File: src/common/ebus_pkg.sv
// Package: shared types and constants for the external bus phase sequencer.
// Assumes one CPU clock; phase lengths come per chip-select window.
package ebus_pkg;

    // ********************************
    // Widths
    // ********************************
    localparam int ADDR_W = 24;
    localparam int DATA_W = 16;
    localparam int NUM_WIN = 4;
    localparam int WIN_W = 2;

    // ********************************
    // Phase length limits, in CPU clock periods
    // ********************************
    localparam logic [5:0] AB_BASE_MIN = 6'h01;
    localparam logic [5:0] E_MIN = 6'h01;
    localparam logic [1:0] WIN_CHANGE_EXTRA_MAX = 2'h3;

    // ********************************
    // Timing field layout of chip_select_timing_ctrl
    // ********************************
    localparam int AB_POS = 0;   // 1 bit: 0 -> 1 period, 1 -> 2 periods
    localparam int C_POS = 1;    // 2 bits: 0..3
    localparam int D_POS = 3;    // 1 bit: 0..1
    localparam int E_POS = 4;    // 5 bits: value + 1 -> 1..32
    localparam int F_POS = 9;    // 2 bits: 0..3
    localparam int X_POS = 11;   // 2 bits: extra on window change 0..3
    localparam int TCTRL_W = 13;
    localparam logic [TCTRL_W-1:0] TCTRL_RESET = 13'h1_FFF;

    typedef logic [TCTRL_W-1:0] chip_select_timing_ctrl_t;

    // ********************************
    // Bus request and answer
    // ********************************
    typedef struct packed {
        logic [ADDR_W-1:0] addr;
        logic [DATA_W-1:0] wdata;
        logic write;
        logic [WIN_W-1:0] win;
    } bus_req_s;

    typedef struct packed {
        logic [DATA_W-1:0] rdata;
        logic done;
    } bus_ans_s;

    // Gray along the usual path idle->ab->c->d->e->f
    typedef enum logic [2:0] {
        ST_IDLE = 3'h0,
        ST_AB = 3'h1,
        ST_C = 3'h3,
        ST_D = 3'h2,
        ST_E = 3'h6,
        ST_F = 3'h7
    } phase_e;

endpackage : ebus_pkg

File: src/ebus_phase_seq.sv
// External bus phase sequencer: runs each access through up to five phases.
// Assumes synchronous request inputs and an external partner that holds
// read data until the read strobe has risen.
`timescale 1ns/100ps
`default_nettype none
// Overview of operation
// - Every cycle runs AB and E; C, D and F only when their length is non-zero.
// - Phase lengths come from window's timing word.
// - Setup 1-2 periods, plus 0-3 on window change.
// - Command delay 0-3, data setup 0-1.
// - Access 1-32, hold 0-3 periods.
// - Read data captured on strobe-rising edge.
// - Early address change cannot corrupt read data.
module ebus_phase_seq (
    // Clock and reset
    input wire logic clk,
    input wire logic nrst,
    // Timing word writes
    input wire logic tctrl_wr,
    input wire logic [ebus_pkg::WIN_W-1:0] tctrl_idx,
    input wire ebus_pkg::chip_select_timing_ctrl_t tctrl_data,
    // Request / answer
    input wire logic req_valid,
    input wire ebus_pkg::bus_req_s req,
    output logic req_ready,
    output ebus_pkg::bus_ans_s ans,
    // External bus
    output logic bus_reference_clock_out,
    output logic [ebus_pkg::ADDR_W-1:0] addr_out,
    output logic [ebus_pkg::DATA_W-1:0] data_out,
    output logic data_oe_n,
    input wire logic [ebus_pkg::DATA_W-1:0] data_in,
    output logic rd_n,
    output logic wr_n,
    output logic ale,
    output logic [ebus_pkg::WIN_W-1:0] cs_win
);
    import ebus_pkg::*;

    // ********************************
    // Phase length decode
    // ********************************
    // Remaining-count load value: length minus one, 6 bits
    function automatic logic [5:0] len_m1(input chip_select_timing_ctrl_t t, input phase_e p,
                                           input logic chg);
        logic [5:0] n;
        n = 6'h00;
        case (p)
            ST_AB: n = AB_BASE_MIN + {5'h00, t[AB_POS]}
                       + (chg ? {4'h0, t[X_POS +: 2]} : 6'h00) - 6'h01;
            ST_C: n = {4'h0, t[C_POS +: 2]} - 6'h01;
            ST_D: n = {5'h00, t[D_POS]} - 6'h01;
            ST_E: n = {1'b0, t[E_POS +: 5]} + E_MIN - 6'h01;
            ST_F: n = {4'h0, t[F_POS +: 2]} - 6'h01;
            default: n = 6'h00;
        endcase
        return n;
    endfunction : len_m1

    // Zero-length phases are skipped
    function automatic logic is_zero(input chip_select_timing_ctrl_t t, input phase_e p);
        logic z;
        z = 1'b0;
        case (p)
            ST_C: z = (t[C_POS +: 2] == 2'h0);
            ST_D: z = (t[D_POS] == 1'b0);
            ST_F: z = (t[F_POS +: 2] == 2'h0);
            default: z = 1'b0;
        endcase
        return z;
    endfunction : is_zero

    // ********************************
    // Timing store and request latch
    // ********************************
    chip_select_timing_ctrl_t tword;
    bus_req_s cur_r;
    logic [WIN_W-1:0] last_win_r;
    logic win_chg_r;
    phase_e st_r;
    phase_e st_nxt;
    logic [5:0] cnt_r;
    logic [5:0] cnt_nxt;
    logic load_r;
    logic take_r;

    ebus_timing_store #(
        .N(NUM_WIN),
        .AW(WIN_W)
    ) u_store (
        .clk(clk),
        .nrst(nrst),
        .wr_en(tctrl_wr),
        .wr_idx(tctrl_idx),
        .wr_data(tctrl_data),
        .rd_idx(cur_r.win),
        .rd_data(tword)
    );

    always_ff @(posedge clk or negedge nrst) begin
        if (!nrst) begin
            cur_r <= '0;
            win_chg_r <= 1'b0;
            last_win_r <= '0;
        end else if (st_r == ST_IDLE && req_valid && req_ready) begin
            cur_r <= req;
            win_chg_r <= (req.win != last_win_r);
            last_win_r <= req.win;
        end
    end

    // ********************************
    // Phase sequencing
    // ********************************
    // Two cycles after accept: store reads the new window, then its word settles.
    // Loading one cycle earlier would use the previous window's timing.
    always_ff @(posedge clk or negedge nrst) begin
        if (!nrst) begin
            take_r <= 1'b0;
            load_r <= 1'b0;
        end else begin
            take_r <= (st_r == ST_IDLE) && req_valid && req_ready;
            load_r <= take_r;
        end
    end

    always_comb begin
        st_nxt = st_r;
        cnt_nxt = cnt_r;
        case (st_r)
            ST_IDLE: begin
                if (load_r) begin
                    // Every access starts with address setup
                    st_nxt = ST_AB;
                    cnt_nxt = len_m1(tword, ST_AB, win_chg_r);
                end
            end
            ST_AB, ST_C, ST_D, ST_E: begin
                if (cnt_r != 6'h00) begin
                    cnt_nxt = cnt_r - 6'h01;
                end else begin
                    // Walk to the next phase, skipping empty ones
                    // Empty command delay and data setup skipped
                    st_nxt = (st_r == ST_AB) ? ST_C : (st_r == ST_C) ? ST_D : (st_r == ST_D) ? ST_E : ST_F;
                    if (st_nxt == ST_C && is_zero(tword, ST_C)) begin
                        st_nxt = ST_D;
                    end
                    if (st_nxt == ST_D && is_zero(tword, ST_D)) begin
                        st_nxt = ST_E;
                    end
                    // Empty hold goes straight to idle
                    if (st_nxt == ST_F && is_zero(tword, ST_F)) begin
                        st_nxt = ST_IDLE;
                    end
                    cnt_nxt = len_m1(tword, st_nxt, win_chg_r);
                end
            end
            ST_F: begin
                if (cnt_r != 6'h00) begin
                    cnt_nxt = cnt_r - 6'h01;
                end else begin
                    st_nxt = ST_IDLE;
                    cnt_nxt = 6'h00;
                end
            end
            default: begin
                st_nxt = ST_IDLE;
                cnt_nxt = 6'h00;
            end
        endcase
    end

    // All phase changes on the CPU clock
    always_ff @(posedge clk or negedge nrst) begin
        if (!nrst) begin
            st_r <= ST_IDLE;
            cnt_r <= 6'h00;
        end else begin
            st_r <= st_nxt;
            cnt_r <= cnt_nxt;
        end
    end

    // ********************************
    // Bus pins
    // ********************************
    // Reference clock toggles each rising edge, so it runs at half rate
    always_ff @(posedge clk or negedge nrst) begin
        if (!nrst) begin
            bus_reference_clock_out <= 1'b0;
        end else begin
            bus_reference_clock_out <= ~bus_reference_clock_out;
        end
    end

    always_ff @(posedge clk or negedge nrst) begin
        if (!nrst) begin
            addr_out <= '0;
            cs_win <= '0;
            ale <= 1'b0;
        end else begin
            ale <= (st_nxt == ST_AB);
            if (st_nxt != ST_IDLE) begin
                addr_out <= cur_r.addr;
                cs_win <= cur_r.win;
            end
        end
    end

    always_ff @(posedge clk or negedge nrst) begin
        if (!nrst) begin
            rd_n <= 1'b1;
            wr_n <= 1'b1;
        end else begin
            rd_n <= !(st_nxt == ST_E && !cur_r.write);
            wr_n <= !(st_nxt == ST_E && cur_r.write);
        end
    end

    // Write data driven from data setup through hold
    always_ff @(posedge clk or negedge nrst) begin
        if (!nrst) begin
            data_out <= '0;
            data_oe_n <= 1'b1;
        end else begin
            data_out <= cur_r.wdata;
            data_oe_n <= !(cur_r.write && (st_nxt == ST_D || st_nxt == ST_E || st_nxt == ST_F));
        end
    end

    // ********************************
    // Read capture and answer
    // ********************************
    // Sample on the edge that raises the read strobe
    // Captured before any address change can matter
    // Relies on partner holding data through this edge
    always_ff @(posedge clk or negedge nrst) begin
        if (!nrst) begin
            ans <= '0;
        end else begin
            ans.done <= (st_r != ST_IDLE) && (st_nxt == ST_IDLE);
            if (st_r == ST_E && st_nxt != ST_E && !cur_r.write) begin
                ans.rdata <= data_in;
            end
        end
    end

    always_ff @(posedge clk or negedge nrst) begin
        if (!nrst) begin
            req_ready <= 1'b0;
        end else begin
            req_ready <= (st_nxt == ST_IDLE) && !load_r && !take_r && !((st_r == ST_IDLE) && req_valid && req_ready);
        end
    end

endmodule : ebus_phase_seq
`default_nettype wire

File: src/ebus_timing_store.sv
// Store of the per-window timing control words, registered read.
// Assumes writes come from the CPU side in the same clock domain.
`timescale 1ns/100ps
`default_nettype none
module ebus_timing_store #(
    parameter int N = ebus_pkg::NUM_WIN,
    parameter int AW = ebus_pkg::WIN_W
) (
    // Clock and reset
    input wire logic clk,
    input wire logic nrst,
    // Write port
    input wire logic wr_en,
    input wire logic [AW-1:0] wr_idx,
    input wire ebus_pkg::chip_select_timing_ctrl_t wr_data,
    // Read port
    input wire logic [AW-1:0] rd_idx,
    output ebus_pkg::chip_select_timing_ctrl_t rd_data
);
    import ebus_pkg::*;

    chip_select_timing_ctrl_t mem_r [N];

    always_ff @(posedge clk or negedge nrst) begin
        if (!nrst) begin
            for (int i = 0; i < N; i++) begin
                mem_r[i] <= TCTRL_RESET;
            end
        end else if (wr_en) begin
            mem_r[wr_idx] <= wr_data;
        end
    end

    always_ff @(posedge clk or negedge nrst) begin
        if (!nrst) begin
            rd_data <= TCTRL_RESET;
        end else begin
            rd_data <= mem_r[rd_idx];
        end
    end

endmodule : ebus_timing_store
`default_nettype wire

File: config.mk
export PLATFORM = sky130hd
export DESIGN_NAME = ebus_phase_seq
export DESIGN_NICKNAME = d
export VERILOG_FILES = /design/src/common/ebus_pkg.sv /design/src/ebus_phase_seq.sv /design/src/ebus_timing_store.sv
export SDC_FILE = /design/constraint.sdc
export NUM_CORES = 1
export LEC_CHECK = 0
export BUFFER_PORTS_ARGS = -buffer_cell sky130_fd_sc_hd__clkbuf_2
export CORE_ASPECT_RATIO = 1.25
export CORE_MARGIN = 1.5
export CORE_UTILIZATION = 50
export DETAILED_ROUTE_END_ITERATION = 7
export HOLD_SLACK_MARGIN = 0.02
export PLACE_DENSITY_LB_ADDON = 0.08
export RECOVER_POWER = 100
export SYNTH_ARGS = -nofsm -noshare
export SYNTH_HDL_FRONTEND = slang
export SYNTH_SLANG_ARGS = --single-unit
File: constraint.sdc
create_clock -name clk -period 1.95 [get_ports clk]
set_input_delay 0.39 -clock clk [delete_from_list [all_inputs] [get_ports clk]]
set_output_delay 0.39 -clock clk [all_outputs]
set_load 0.01 [all_outputs]
Word-level counts from Yosys, hierarchy flattened
Cells that the tools add are included.
W data, S select, Z words.
Cells by class
  bitwise gates (word level): 4
  add/subtract/negate cells: 9
  mux-type cells: 34
  equal/unequal tests: 20
  order comparisons: 3
  reductions and logical operators: 32
Operator list (count)
  $bwmux W52: 1
  $mux W3: 14
  $mux W13: 3
  $pmux W6 S5: 1
  $bmux W13 S2: 1
  $demux W13 S2: 1
  $eq A3 B2 Y1 const B: 7
  $eq A3 B3 Y1 const B: 7
  $mux W6: 3
  $pmux W6 S3: 1
  $logic_and A1 B1 Y1: 15
  $sub A6 B1 Y6 const B: 2
  $eq A3 B1 Y1 const B: 3
  $pmux W3 S3: 1
  $logic_not A1 Y1: 7
  $mux W1: 7
  $add A5 B1 Y6 const B: 1
  $ge A3 B3 Y1 const B: 2
  $logic_not A3 Y1: 2
  $not A2 Y3: 2
  $reduce_bool A3 Y1: 2
  $reduce_bool A6 Y1: 1
  $sub A2 B1 Y3 const B: 2
  $logic_not A2 Y1: 2
  other kinds (12): 14
Storage, ports and cells
  output and inout port bits: 65
  bits in registers: 185
  logic and storage cells: 127

Logic depth before layout (Yosys ltp)
Gate-level depths: netlist of run 1.
  word-level depth: 26
  mapped depth: 8

By module
Synthesis of run 1 repeated with hierarchy kept, for this count alone.
Second synthesis, totals
  cell total of the unflattened synthesis: 467
  area total of the unflattened synthesis: 7553.5 um^2
Modules (own cells, without submodules)
  ebus_phase_seq: instances 1, seq. area each 3006.6 um^2, cells an instance 327, area an instance 4892.2 um^2
  ebus_timing_store: instances 1, seq. area each 1707.9 um^2, cells an instance 140, area an instance 2661.3 um^2

Worst setup path before layout of run 1
No wires, ideal clock.
  path kind: flip-flop to flip-flop
  start point: register cnt_r[0]
  end point: register ans[10] (netlist name)
  period minus slack after synthesis: 2.076 ns
  required time: 1.825 ns
  setup slack: -0.126 ns
  stages on the path, launching flop included: 9
  path buffers: 2
  arrival time: 1.951 ns
  path through: dfrtp_1 -> inv_1 -> ha_1 -> and2b_1 -> nand2_2 -> or4_4 -> buf_6 -> buf_12 -> mux2_4
On the way
  word-level cells in the longest chain between the ends: 6
Ends and longest elaborated chain
  start: declaration: RTL line ebus_phase_seq.sv:82  | logic [5:0] cnt_r;
  start signal: assignment: RTL line ebus_phase_seq.sv:180  | cnt_r <= cnt_nxt;
  $reduce_bool A6 Y1 (*): RTL line ebus_phase_seq.sv:139, ebus_phase_seq.sv:159
  $mux W3 (on tied branches): RTL line ebus_phase_seq.sv:159, ebus_phase_seq.sv:139
  $pmux W3 S3 (*): RTL line ebus_phase_seq.sv:130  | case (st_r)
  $ne A3 B3 Y1 (*): RTL line ebus_phase_seq.sv:242  | if (st_r == ST_E && st_nxt != ST_E && !cur_r.write) begin
  $logic_and A1 B1 Y1 (*) (2 in series): RTL line ebus_phase_seq.sv:242
  end: declaration: RTL line ebus_phase_seq.sv:26  | output ebus_pkg::bus_ans_s ans,
Every way passes the cells marked *; elsewhere a longest branch is shown, timed or not.
A chain may end at the register's enable or synchronous reset.

Final worst setup path of run 1
  start point: register cnt_r[0]
  end point: register ans[15] (netlist name)
The elaborated chain is that of the path after synthesis.

==> results.md, run 1 <==
- The met3 track demand over resource in global routing is under 10%.
- The post-route netlist has a little under two thirds of its cells at a drive strength greater than 1.
- In the global route stage, met2 resource usage came out at 35.7%.
- The initial antenna violation count is 0.
- The total congestion overflow after global routing is 0.
- The CTS buffer count is 17.
- The detail route stage leaves a number of antenna-violating nets equal to 0.
- The critical path goes through inv_2 > ha_4 > and2b_2 > nand2_4 > or4_4 > mux2_4.
- The placeable core region is approximately 14000 µm².
- The largest individual stage delay along the critical path comes from the cell or4_4.
- The data arrival time at the worst-slack endpoint is roughly 2.3 ns.
- By startpoint and endpoint, the worst setup path is classified as register to register.
- The launch point of the worst path is cnt_r[0]$_DFFE_PN0P_.
- The areal power density over the cells is 1420 nW/µm².
- The clock skew after layout is 0.00858 ns.
- The startpoint identified for the worst register-to-register timing path is cnt_r[0]$_DFFE_PN0P_.
- The most used flip-flop cell after synthesis is dfrtp_1.
- Sorting the synthesized cells by area gives the leading types as dfrtp_1, dfstp_2, mux2_2.
- The starting density of the core is roughly half.
- The worst slack at placement is -0.257 ns.
- Including well taps, the total number of placed cells is 797.
- The tightest min-delay check is of the input pin to register type.
- The run finished, with violations left.
- The number of nets in the synthesized netlist is 549.
- The height of the die is approximately 140 µm.
- The later-pin clock latency in the skew report is roughly 0.43 ns.
- Counting every instance in the synthesized netlist gives ~470.
- The checks that failed: negative setup slack.
- The count of unresolved DRC violations after routing is 0.
- The fraction of registers with async set or reset after synthesis is 100%.
- Of the post-synthesis cell area, the dominant cell type holds between 30% and 40%.
- For this block, the initial DRC count from the detailed router was 184.
- In this run the number of H-tree levels came out at 4.
- The count of inserted antenna diode cells is 0.
- The transition time at the pin with the least slew margin is 0.976 ns.
- Measured against its own limit, the worst slew margin works out to 34.9%.
- Dividing the detail-routed via count by the number of cells gives between 5 and 6.
- The first global-routing pass estimated roughly 25000 µm of wire.
- The first detailed-routing pass ran for 4 iterations.
- In this run the worst path has a maximum fanout of 8.
- The hold violation count in the final report is 0.
- The clock input transition at the sequential cells of the worst setup and hold paths is approximately 0.07 ns.
- The die covers approximately 16000 µm².
- The total wirelength of the detailed-routed design is ~15000 µm.
- The reg2reg setup slack is -0.03 ns.
- The critical path ends at ans[15]$_DFFE_PN0P_.
- Detailed placement ended at an HPWL of between 9000 and 10000 µm.
- The reported max-cap violation count is 0.
- Global routing used between 20% and 30% of the available tracks.
- The share of the cycle needed by the critical path after routing is 101%.
- The die width is 112 µm.
- The number of cell instances on the worst register-to-register path is 6.
- The total negative slack for setup checks is -0.175 ns.
- After layout, the worst setup slack is -0.0267 ns.
- The layer carrying the most global-route usage is met2.
- The global placer's final weighted congestion is roughly 0.84.
- The library cell used as clock root buffer is clkbuf_16.
- After synthesis the cells add up to approximately 7400 µm².
- In the final routed layout, each cell accounts on average for 17.5 µm.
- The count of input and output buffers is 142.
- Compared with the post-synthesis result, the final layout area differs by 24.9%.
- The number of clock sinks is 185.
- The warning count from the yosys run is 0.
- The largest net degree at the start of global routing is 47.
- The kind of start point of the critical path is a register.
- Excluding fillers, the count of instances in the completed layout stands at roughly 840.
- The final critical delay including setup and external delays is between 1.5 and 2 ns.
- The most common cell after layout, fill and taps aside is mux2_2.
- The count of cell types in the netlist is 48.
- The count of pins on the block boundary is approximately 140.
- The standby leakage power is just over 0.004 µW.
- Summed over all instances, the cell type with the most area after synthesis is dfrtp_1.
- Across the VDD grid, the largest voltage drop is around 0.87 mV.
- The number of pins exceeding their max-slew limit in the final report is 0.
- The biggest cell delay along the critical path is ~0.66 ns.
- The flip-flop and latch count after synthesis is approximately 190.
- Counting flops with a built-in enable in the synthesized netlist gives 0.
- The count of final setup violators is 8.
- In the layout the commonest cells are mux2_2, dfrtp_1, clkbuf_2, dfstp_2.
- The number of cell rows is 49.
- The highest achievable clock rate is a little over 0.5 GHz.
- The number of global-route vias before repair is 4900.
- The part of the Yosys area used for sequential elements is between 60% and 70%.
- Setup repair after global routing could not meet its margin everywhere.
- The net count reported at finish is 737.
- The required time of the worst setup path is between 2 and 2.5 ns.
- The worst register-to-register path ends at ans[15]$_DFFE_PN0P_.
- The via count is around 4500.
- The met1 track demand over resource is between 20 and 25%.
- The CTS tree is built.
- After synthesis, the mean cell area works out to roughly 16 µm².
- The sort of element at the end of the critical path is a register.
- After layout, the design draws a total of 13100 µW.
- In this run the deepest clock path goes through 2 buffers.
synth_stat cells (2+ instances only):
master	count
mux2_2	127
dfrtp_1	117
dfstp_2	68
mux4_2	13
nor2_1	12
inv_1	11
mux2_4	10
clkbuf_1	9
nand2_1	8
buf_2	7
ha_1	6
o21ai_0	6
nand3_1	5
nor2b_1	4
nor3_1	4
nor4b_1	4
xnor2_1	4
a21oi_1	3
buf_1	3
mux2i_1	3
nand3b_1	3
o22ai_1	3
a21o_1	2
a311o_1	2
a31oi_1	2
a32oi_1	2
and2_1	2
nand2b_1	2
nand4_1	2
nor3b_1	2
or3_1	2
cell families after synthesis:
| kind of cell | Yosys count | synth area share, % |
|---|---|---|
| AOI/OAI and AO/OA | 27 | 2.58 |
| xor gates and xnor gates | 4 | 0.473 |
| adders and majority gates | 6 | 1.01 |
| buffers and inverters | 32 | 2.06 |
| DFF | 185 | 63.6 |
| muxes | 153 | 25.7 |
| and+or+nand+nor | 58 | 4.54 |
critical path: cells and delay by family, from the launching register on:
kind | cells | cell delay [ns]
adders and majority gates | 1 | 0.13
buffers and inverters | 1 | 0.09
DFF | 1 | 0.40
muxes | 1 | 0.34
and+or+nand+nor | 3 | 0.91
where the power goes:
group | total (µW) | internal (µW) | switching, µW | leakage, µW
clock network | 3360 | 1910 | 1450 | 0.000291
registers | 6030 | 5360 | 668 | 0.00214
logic | 3750 | 2040 | 1710 | 0.00172
total | 13100 | 9320 | 3830 | 0.00415
sequential cells by signal, indices dropped and copies added (netlist names):
register                 cells
bus_reference_clock_out      1
cs_win                       2
u_store.mem_r               52
ale                          1
cur_r                       41
wr_n                         1
cnt_r                        6
ans                         17
rd_n                         1
last_win_r                   2
take_r                       1
win_chg_r                    1
data_oe_n                    1
data_out                    16
load_r                       1
u_store.rd_data             13
st_r                         3
addr_out                    24
req_ready                    1
metal layers:
| metal | share of wire (%) | vias up |
|---|---|---|
| li1 | - | 2058 |
| met1 | 39 | 2288 |
| met2 | 54 | 121 |
| met3 | 5.4 | 25 |
| met4 | 1.8 | 0 |
| met5 | 0 | - |
layout make-up:
type,instances,area [µm²]
Multi-Input combinational cell,250,2640
Tap cell,178,223
Inverter,11,41.3
Fill cell,1126,5150
Clock buffer,22,518
Clock inverter,10,77.6
Sequential cell,185,4710
Timing Repair Buffer,188,1040
what timing repair did:
item	4_1_cts	5_1_grt
endpoints found under the hold margin	21	0
cloned	2	0
hold buffers	1	0
resized for setup	9	7
setup endpoints to repair	44	44
setup buffers	11	2
pin swaps	3	5
how the worst min path moves through the flow:
| stage | from | endpoint | slack, ns | depth (start not counted) |
|---|---|---|---|---|
| 2_1_floorplan | nrst | addr_out[0]$_DFFE_PN0P_ | 0.09 | 0 |
| 3_3_place_gp | nrst | ans[1]$_DFFE_PN0P_ | 0.32 | 1 |
| 3_5_place_dp | nrst | ans[2]$_DFFE_PN0P_ | 0.32 | 1 |
| 4_1_cts | req[25] | cur_r[25]$_DFFE_PN0P_ | 0.17 | 2 |
| 5_1_grt | req[20] | cur_r[20]$_DFFE_PN0P_ | 0.17 | 2 |
| 6_report | req[16] | cur_r[16]$_DFFE_PN0P_ | 0.19 | 2 |
through the flow:
stage / cell area [µm²] / hold WS [ns] / utilization (%)
finish: 9250 / 0.191 / 64.2
CTS: 9290 / 0.174 / 64.5
global route: 9250 / 0.173 / 64.2
floorplan: 7410 / 0.0944 / -
detailed placement: 8530 / 0.325 / 59.2
global placement: 8530 / 0.321 / 59.2
(Power assumes the default switching activity.)
==> run 2, diff against run 1 <==
--- a/config.mk
+++ b/config.mk
@@ -11,7 +11,7 @@
 export CORE_UTILIZATION = 50
 export DETAILED_ROUTE_END_ITERATION = 7
 export HOLD_SLACK_MARGIN = 0.02
-export PLACE_DENSITY_LB_ADDON = 0.08
+export PLACE_DENSITY = 0.77
 export RECOVER_POWER = 100
 export SYNTH_ARGS = -nofsm -noshare
 export SYNTH_HDL_FRONTEND = slang
==> run 2 against run 1 <==
Compared with the run above:
- the flow still finishes with violations (negative setup slack)
- via count fell by 0.62%
- critical path depth did not move
- largest power group unchanged
- worst hold slack improved by 0.0053 ns
- clock skew barely moved
- largest cell class unchanged
- final area fell by 2.6%
- global-route usage fell by 0.73 points
- combinational power fell by 11%
- count of clock-buffer cells in the layout rose by 1
- critical path type unchanged
- setup slack improved by 0.0027 ns
==> results.md, run 2 (synthesized netlist as in run 1, its figures left out) <==
- After layout, the worst setup slack is -0.0240 ns.
- The initial antenna violation count was 0.
- For the finished layout, the period the worst path requires is between 1.5 and 2 ns.
- The die width is ~110 µm.
- The final reports fail on negative setup slack.
- The global-route wire length before repair is roughly 24000 µm.
- The number of global-route vias before repair came to roughly 4800.
- The tightest min-delay check is of the input pin to register type.
- Clock-pin slew was measured on the worst setup and hold paths at around 0.06 ns.
- The final hold slack is a little under 0.2 ns.
- The total wirelength of the detailed-routed design is around 15000 µm.
- The fill cell total of the finished layout is 1123.
- The count of input and output buffers is between 100 and 150.
- 0 antenna diodes ended up in the layout.
- The number of instances in the placed design is 787.
- The count of pins on the block boundary is 143.
- The CTS buffer count is 17.
- The data arrival time at the worst-slack endpoint is between 2 and 2.5 ns.
- The finished layout holds ~830 standard cells, fillers aside.
- The net count reported at finish is between 700 and 800.
- The run finished, with violations left.
- The register with the most flip-flops is u_store.mem_r.
- The top cell types in the final layout, fill and taps aside, are mux2_2, dfrtp_1, clkbuf_2, clkbuf_1, dfstp_2.
- The number of cell rows is just under 50.
- The growth of design area from synthesis to finish is 21.7%.
- After detailed routing, the number of remaining DRC violations is 0.
- The number of pins exceeding their max-slew limit in the final report came to 0.
- The remaining max-slew budget at the tightest pin is roughly two fifths.
- The count of final setup violators is 8.
- TritonCTS built the clock tree.
- The largest registers in the layout are u_store.mem_r x52, cur_r x41, addr_out x24.
- The worst setup path is captured at a register.
- Timing would allow up to between 0.5 and 0.6 GHz.
- The worst-case clock buffer depth is 2.
- The share of the cycle needed by the critical path after routing is 101%.
- Between clock sinks in the finished design, the worst skew comes to ~0.0083 ns.
- The overall die area is between 15000 and 20000 µm².
- The worst slack at placement is -0.0159 ns.
- The average wire length per cell after detail routing is 17.7 µm.
- The kind of start point of the critical path is a register.
- The first detailed-routing pass took 4 iterations.
- The level count of the clock H-tree is 4.
- The library cell used most frequently in the layout, excluding fill and tap cells, is mux2_2.
- The largest net degree at the start of global routing is 56.
- The via count is 4464.
- The type of the setup path with the least slack is register to register.
- The hold violation count in the final report came to 0.
- Summed over all nets, the half-perimeter wirelength after detailed placement is 10100 µm.
- The maximum fanout along the worst path is 8.
- The flip-flop count of the largest register after layout is between 50 and 60.
- The clock reaches the later pin of the worst-skew pair after between 0.4 and 0.5 ns.
- The global placer's final weighted congestion is 0.924.
- The height of the die is between 100 and 150 µm.
- The maximum VDD drop is 0.859 mV.
- STA puts the critical path data required time at about 2.3 ns.
- The detailed router finished its first iteration with between 150 and 200 violations.
- The areal power density over the cells is between 1000 and 1500 nW/µm².
- Across every metal layer, demand over resource in global routing totals 19.8%.
- For this configuration, the core starts out at a cell density of between 50 and 60%.
- After floorplanning, the core was sized to cover approximately 14000 µm².
- The transition time at the pin with the least slew margin is a little over 0.9 ns.
- The fraction of final layout cells with drive strength greater than 1 is a little under three fifths.
- Setup repair after global routing could not meet its margin everywhere.
- The tool flagged a number of max-cap violations equal to 0.
- The count of nets left with antenna violations once routing finished came out at 0.
- The standby leakage power is 0.00395 µW.
- Clock tree synthesis found a total of approximately 190 sinks.
- The root buffer cell chosen for the clock tree is clkbuf_16.
- The total overflow left after global routing is 0.
- The via count normalized by instance count is about 5.4.
-- run 2: changes by cell type in the layout (fill, tap and decap cells not counted), moves of 2 or more --
cell	before	now
buf_4	34	15
inv_4	1	4
clkinvlp_4	2	0
clkbuf_1	34	74
clkbuf_2	114	77
clkinv_4	2	0
o22ai_4	2	0
-- run 2: where the power goes --
part	internal (µW)	switching (µW)	total (µW)
logic	1770	1560	3330
registers	5360	726	6090
clock network	2020	1390	3420
total	9160	3680	12800
-- run 2: cell type report --
| class | count | area, µm² | share of cell area (%) |
|---|---|---|---|
| clock buffers | 23 | 522 | 5.79 |
| clock inverters | 9 | 78.8 | 0.875 |
| multi-input cells | 249 | 2570 | 28.5 |
| flip-flops and latches | 185 | 4710 | 52.3 |
| inverters | 11 | 41.3 | 0.458 |
| well taps | 178 | 223 | 2.47 |
| repair buffers | 171 | 862 | 9.57 |
-- run 2: routing by layer --
layer	up-vias	part of all wire (%)	routed length [µm]	track usage [%]
li1	2010	-	-	-
met1	2310	39	5690	23.2
met2	126	55	8060	35.3
met5	-	0	0	0
met4	0	1.5	213	6.53
met3	18	4.3	629	5.07
-- run 2: worst max-delay path: stages (launching register included) --
cell     delay (ns)
dfrtp_1        0.39
inv_2          0.09
ha_4           0.14
and2b_2        0.18
nand2_4        0.08
or4_4          0.64
mux2_4         0.33
-- run 2: what timing repair did --
action / CTS / global route
hold endpoints to repair: 28 / 0
cloned: 1 / 0
endpoints found under the setup margin: 15 / 14
pin swaps: 1 / 2
hold buffers: 1 / 0
gates resized for setup: 4 / 1
setup buffers: 2 / 3
-- run 2: worst paths after layout --
path / cells past startpoint / to / startpoint / slack [ns]
min in group asynchronous: 2 / cur_r[24]$_DFFE_PN0P_ / nrst / 0.48
max: 6 / ans[10]$_DFFE_PN0P_ / cnt_r[0]$_DFFE_PN0P_ / -0.02
min: 2 / cur_r[9]$_DFFE_PN0P_ / req[9] / 0.20
max reg2reg: 6 / ans[10]$_DFFE_PN0P_ / cnt_r[0]$_DFFE_PN0P_ / -0.02
min reg2reg: 0 / data_out[3]$_DFF_PN0_ / cur_r[6]$_DFFE_PN0P_ / 0.37
max in group asynchronous: 3 / last_win_r[1]$_DFFE_PN0P_ / nrst / 0.27
-- run 2: metrics by stage --
| step | utilization, % | area, µm² | setup TNS (ns) | total power, µW |
|---|---|---|---|---|
| 2_1_floorplan | - | 7410 | -1.31 | 8250 |
| 3_3_place_gp | 58.9 | 8490 | 0 | 9300 |
| 3_5_place_dp | 58.9 | 8490 | -0.129 | 9520 |
| 4_1_cts | 63.4 | 9130 | 0 | 13100 |
| 5_1_grt | 62.6 | 9010 | -0.615 | 13600 |
| 6_report | 62.6 | 9010 | -0.160 | 12800 |
==> run 3, diff against run 2 <==
--- a/config.mk
+++ b/config.mk
@@ -8,10 +8,10 @@
 export BUFFER_PORTS_ARGS = -buffer_cell sky130_fd_sc_hd__clkbuf_2
 export CORE_ASPECT_RATIO = 1.25
 export CORE_MARGIN = 1.5
-export CORE_UTILIZATION = 50
+export CORE_UTILIZATION = 25
 export DETAILED_ROUTE_END_ITERATION = 7
 export HOLD_SLACK_MARGIN = 0.02
-export PLACE_DENSITY = 0.77
+export PLACE_DENSITY = 0.45
 export RECOVER_POWER = 100
 export SYNTH_ARGS = -nofsm -noshare
 export SYNTH_HDL_FRONTEND = slang
==> run 3 against run 2 <==
Compared with the run above:
- the run now ends clean
- final cell count up 27%
- sequential cell count unchanged
- clock skew up 0.0020 ns
- combinational power up 4%
- global-route usage down 8.7 points
- fmax up 3.7%
- wire length up 13%
- utilization down 30 points
- non-clock buffer count up 8
- via count down 2.2%
- count of clock-buffer cells in the layout down 1
- first-iteration DRC count up 13%
- largest power group unchanged
==> results.md, run 3 (synthesized netlist as in run 1, its figures left out) <==
- In the final layout, the registers with the most flip-flops are u_store.mem_r x52, cur_r x41, addr_out x24.
- The net count reported at finish is about 730.
- The final design instance area without fill is 9400 µm².
- The analysis attributes to cell leakage a power of 0.00399 µW.
- The estimated wirelength of the detail-placed design is between 10000 and 15000 µm.
- The worst-case clock buffer depth is 2.
- The final critical delay including setup and external delays is 1.90 ns.
- Relative to the synthesized area, the layout overhead comes to 26.9%.
- Setup repair after global routing could not meet its margin everywhere.
- The placeable core region is about 29000 µm².
- The slowest stage of the critical path is the dfrtp_1 cell.
- After detailed routing, the number of remaining DRC violations is 0.
- The critical path goes through inv_2 > ha_4 > and2b_2 > nand2_2 > buf_6 > o22ai_4 > buf_12 > clkbuf_16 > mux2_2.
- Across the VDD grid, the largest voltage drop is between 0.4 and 0.5 mV.
- The initial antenna violation count came to 0.
- Across all hold checks on the routed design, the worst slack comes to between 0.15 and 0.2 ns.
- Power spread over the standard cell area amounts to around 1400 nW/µm².
- The hold violation count in the final report is 0.
- The area used by sequential logic in the layout is about 4700 µm².
- The CTS tree is built.
- Leaving out fill and tap cells, the most frequent cell in the layout is mux2_2.
- The run finished with clean final reports.
- The data arrival time at the worst-slack endpoint is roughly 2.2 ns.
- The CTS buffer count is 17.
- The flip-flop count of the largest register after layout is 52.
- The first global-routing pass estimated between 20000 and 30000 µm of wire.
- The level count of the clock H-tree is 4.
- The library cells used most frequently in the layout, excluding fill and tap cells, are mux2_2, dfrtp_1, clkbuf_1, clkbuf_2, dfstp_2.
- The die covers roughly 31000 µm².
- The design draws about 13000 µW.
- Entering global routing, the biggest net connects 50 pins.
- The floorplan has 70 rows.
- 0 antenna diodes ended up in the layout.
- Dividing the detail-routed wire length by the instance count gives between 15 and 20 µm.
- Global routing used 11.1% of the available tracks across all layers.
- The type of the setup path with the least slack is register to register.
- between 100 and 150 I/O pins were placed.
- Dividing the final minimum period by the clock period gives between 90 and 100%.
- The tool flagged a number of max-cap violations equal to 0.
- The die width is 157 µm.
- The congestion estimate from routability-driven global placement came to 0.826.
- The count of input and output buffers is between 100 and 150.
- In this run the worst path has a maximum fanout of 8.
- The sort of element at the end of the critical path is a register.
- The remaining max-slew budget at the tightest pin is a little over a third.
- The detailed-routing iteration count for the pre-antenna-repair pass is 4.
- The via count normalized by instance count is 4.15.
- Adding up every negative setup slack in the final design gives 0 ns.
- Derived from the worst setup path, the maximum achievable clock frequency is 0.525 GHz.
- Cells fill between 30% and 40% of the core in the end.
- For the pin with the worst max-slew slack, the measured transition is 0.976 ns.
- For this block, the via count after detailed routing is about 4400.
- The total buffers and inverters traversed by the critical path is 4.
- The height of the die is between 150 and 200 µm.
- Once detail routing completed, the nets flagged for antenna violations numbered 0.
- The area of the multi-input gates is 2580 µm².
- After global routing the overflow that remains totals 0.
- The number of global-route vias before repair is 4809.
- The later pin in the worst-skew pair is clocked with a latency of 0.43 ns.
- Setup violations remaining at the end of the flow were counted as 0.
- In this run the cell area measured after placement is slightly below 9000 µm².
- The largest delay contributor family on the critical path is buffers and inverters.
- Clock-pin slew was measured on the worst setup and hold paths at about 0.07 ns.
- In this run the worst hold path is classified as input pin to register.
- For the final database, setup skew stands at 0.0103 ns.
- The tree is rooted in a clkbuf_16.
- The biggest cell delay along the critical path is 0.39 ns.
- The fraction of final layout cells with drive strength greater than 1 is a little under three fifths.
- Once the floorplan was initialized, standard cells occupied between 20 and 30% of the core.
- The filler cells instantiated in the layout total 2966.
- The total wirelength of the detailed-routed design is 16400 µm.
- The number of clock sinks is 185.
- The kind of start point of the critical path is a register.
- The number of pins exceeding their max-slew limit in the final report is 0.
- The register with the most flip-flops is u_store.mem_r.
- The required time of the worst setup path is 2.26 ns.
- After the first detailed-routing iteration, the DRC count stood at 190.
run 3: layout make-up:
cell class,count,area share (%)
Clock inverter,10,1.45
Tap cell,396,5.27
Inverter,11,0.439
Timing Repair Buffer,179,10.2
Multi-Input combinational cell,248,27.5
Sequential cell,185,50.1
Clock buffer,22,5.04
run 3: final timing paths:
kind | slack, ns | cells past startpoint | start | end
max | 0.05 | 9 | cnt_r[1]$_DFFE_PN0P_ | addr_out[7]$_DFFE_PN0P_
min | 0.19 | 2 | req[2] | cur_r[2]$_DFFE_PN0P_
max reg2reg | 0.05 | 9 | cnt_r[1]$_DFFE_PN0P_ | addr_out[7]$_DFFE_PN0P_
min reg2reg | 0.37 | 0 | cur_r[4]$_DFFE_PN0P_ | data_out[1]$_DFF_PN0_
max in group asynchronous | 0.39 | 3 | nrst | cnt_r[1]$_DFFE_PN0P_
min in group asynchronous | 0.46 | 2 | nrst | cur_r[15]$_DFFE_PN0P_
run 3: worst register-to-register path, stage by stage, from the launching register on:
cell and delay, ns:
dfrtp_1 0.39, inv_2 0.09, ha_4 0.13, and2b_2 0.15
nand2_2 0.06, buf_6 0.12, o22ai_4 0.19, buf_12 0.16
clkbuf_16 0.16, mux2_2 0.33
run 3: repair_timing:
item | 4_1_cts | 5_1_grt
resized for setup | 0 | 12
setup endpoints to repair | 0 | 43
hold endpoints to repair | 11 | 0
hold buffers | 1 | 0
setup buffers | 0 | 3
run 3: metrics by stage:
step	std cells	setup WS (ns)
after floorplan	465	-0.0540
after global placement	1013	0.0618
after detailed placement	1013	0.0381
after CTS	1046	0.0220
after global routing	1051	-0.0316
final	1051	0.0458
run 3: report_power, final:
group	switching, µW	internal [µW]	total (µW)
Combinational	1650	1820	3470
Sequential	643	5360	6010
Clock	1470	2130	3590
Total	3760	9310	13100
run 3: metal layers:
metal	GRT usage [%]	share of wire, %	vias to the layer above
li1	-	-	2023
met4	3.67	1.3	0
met2	20.5	55	81
met3	2.97	4.1	13
met1	12.2	40	2249
met5	0	0	-
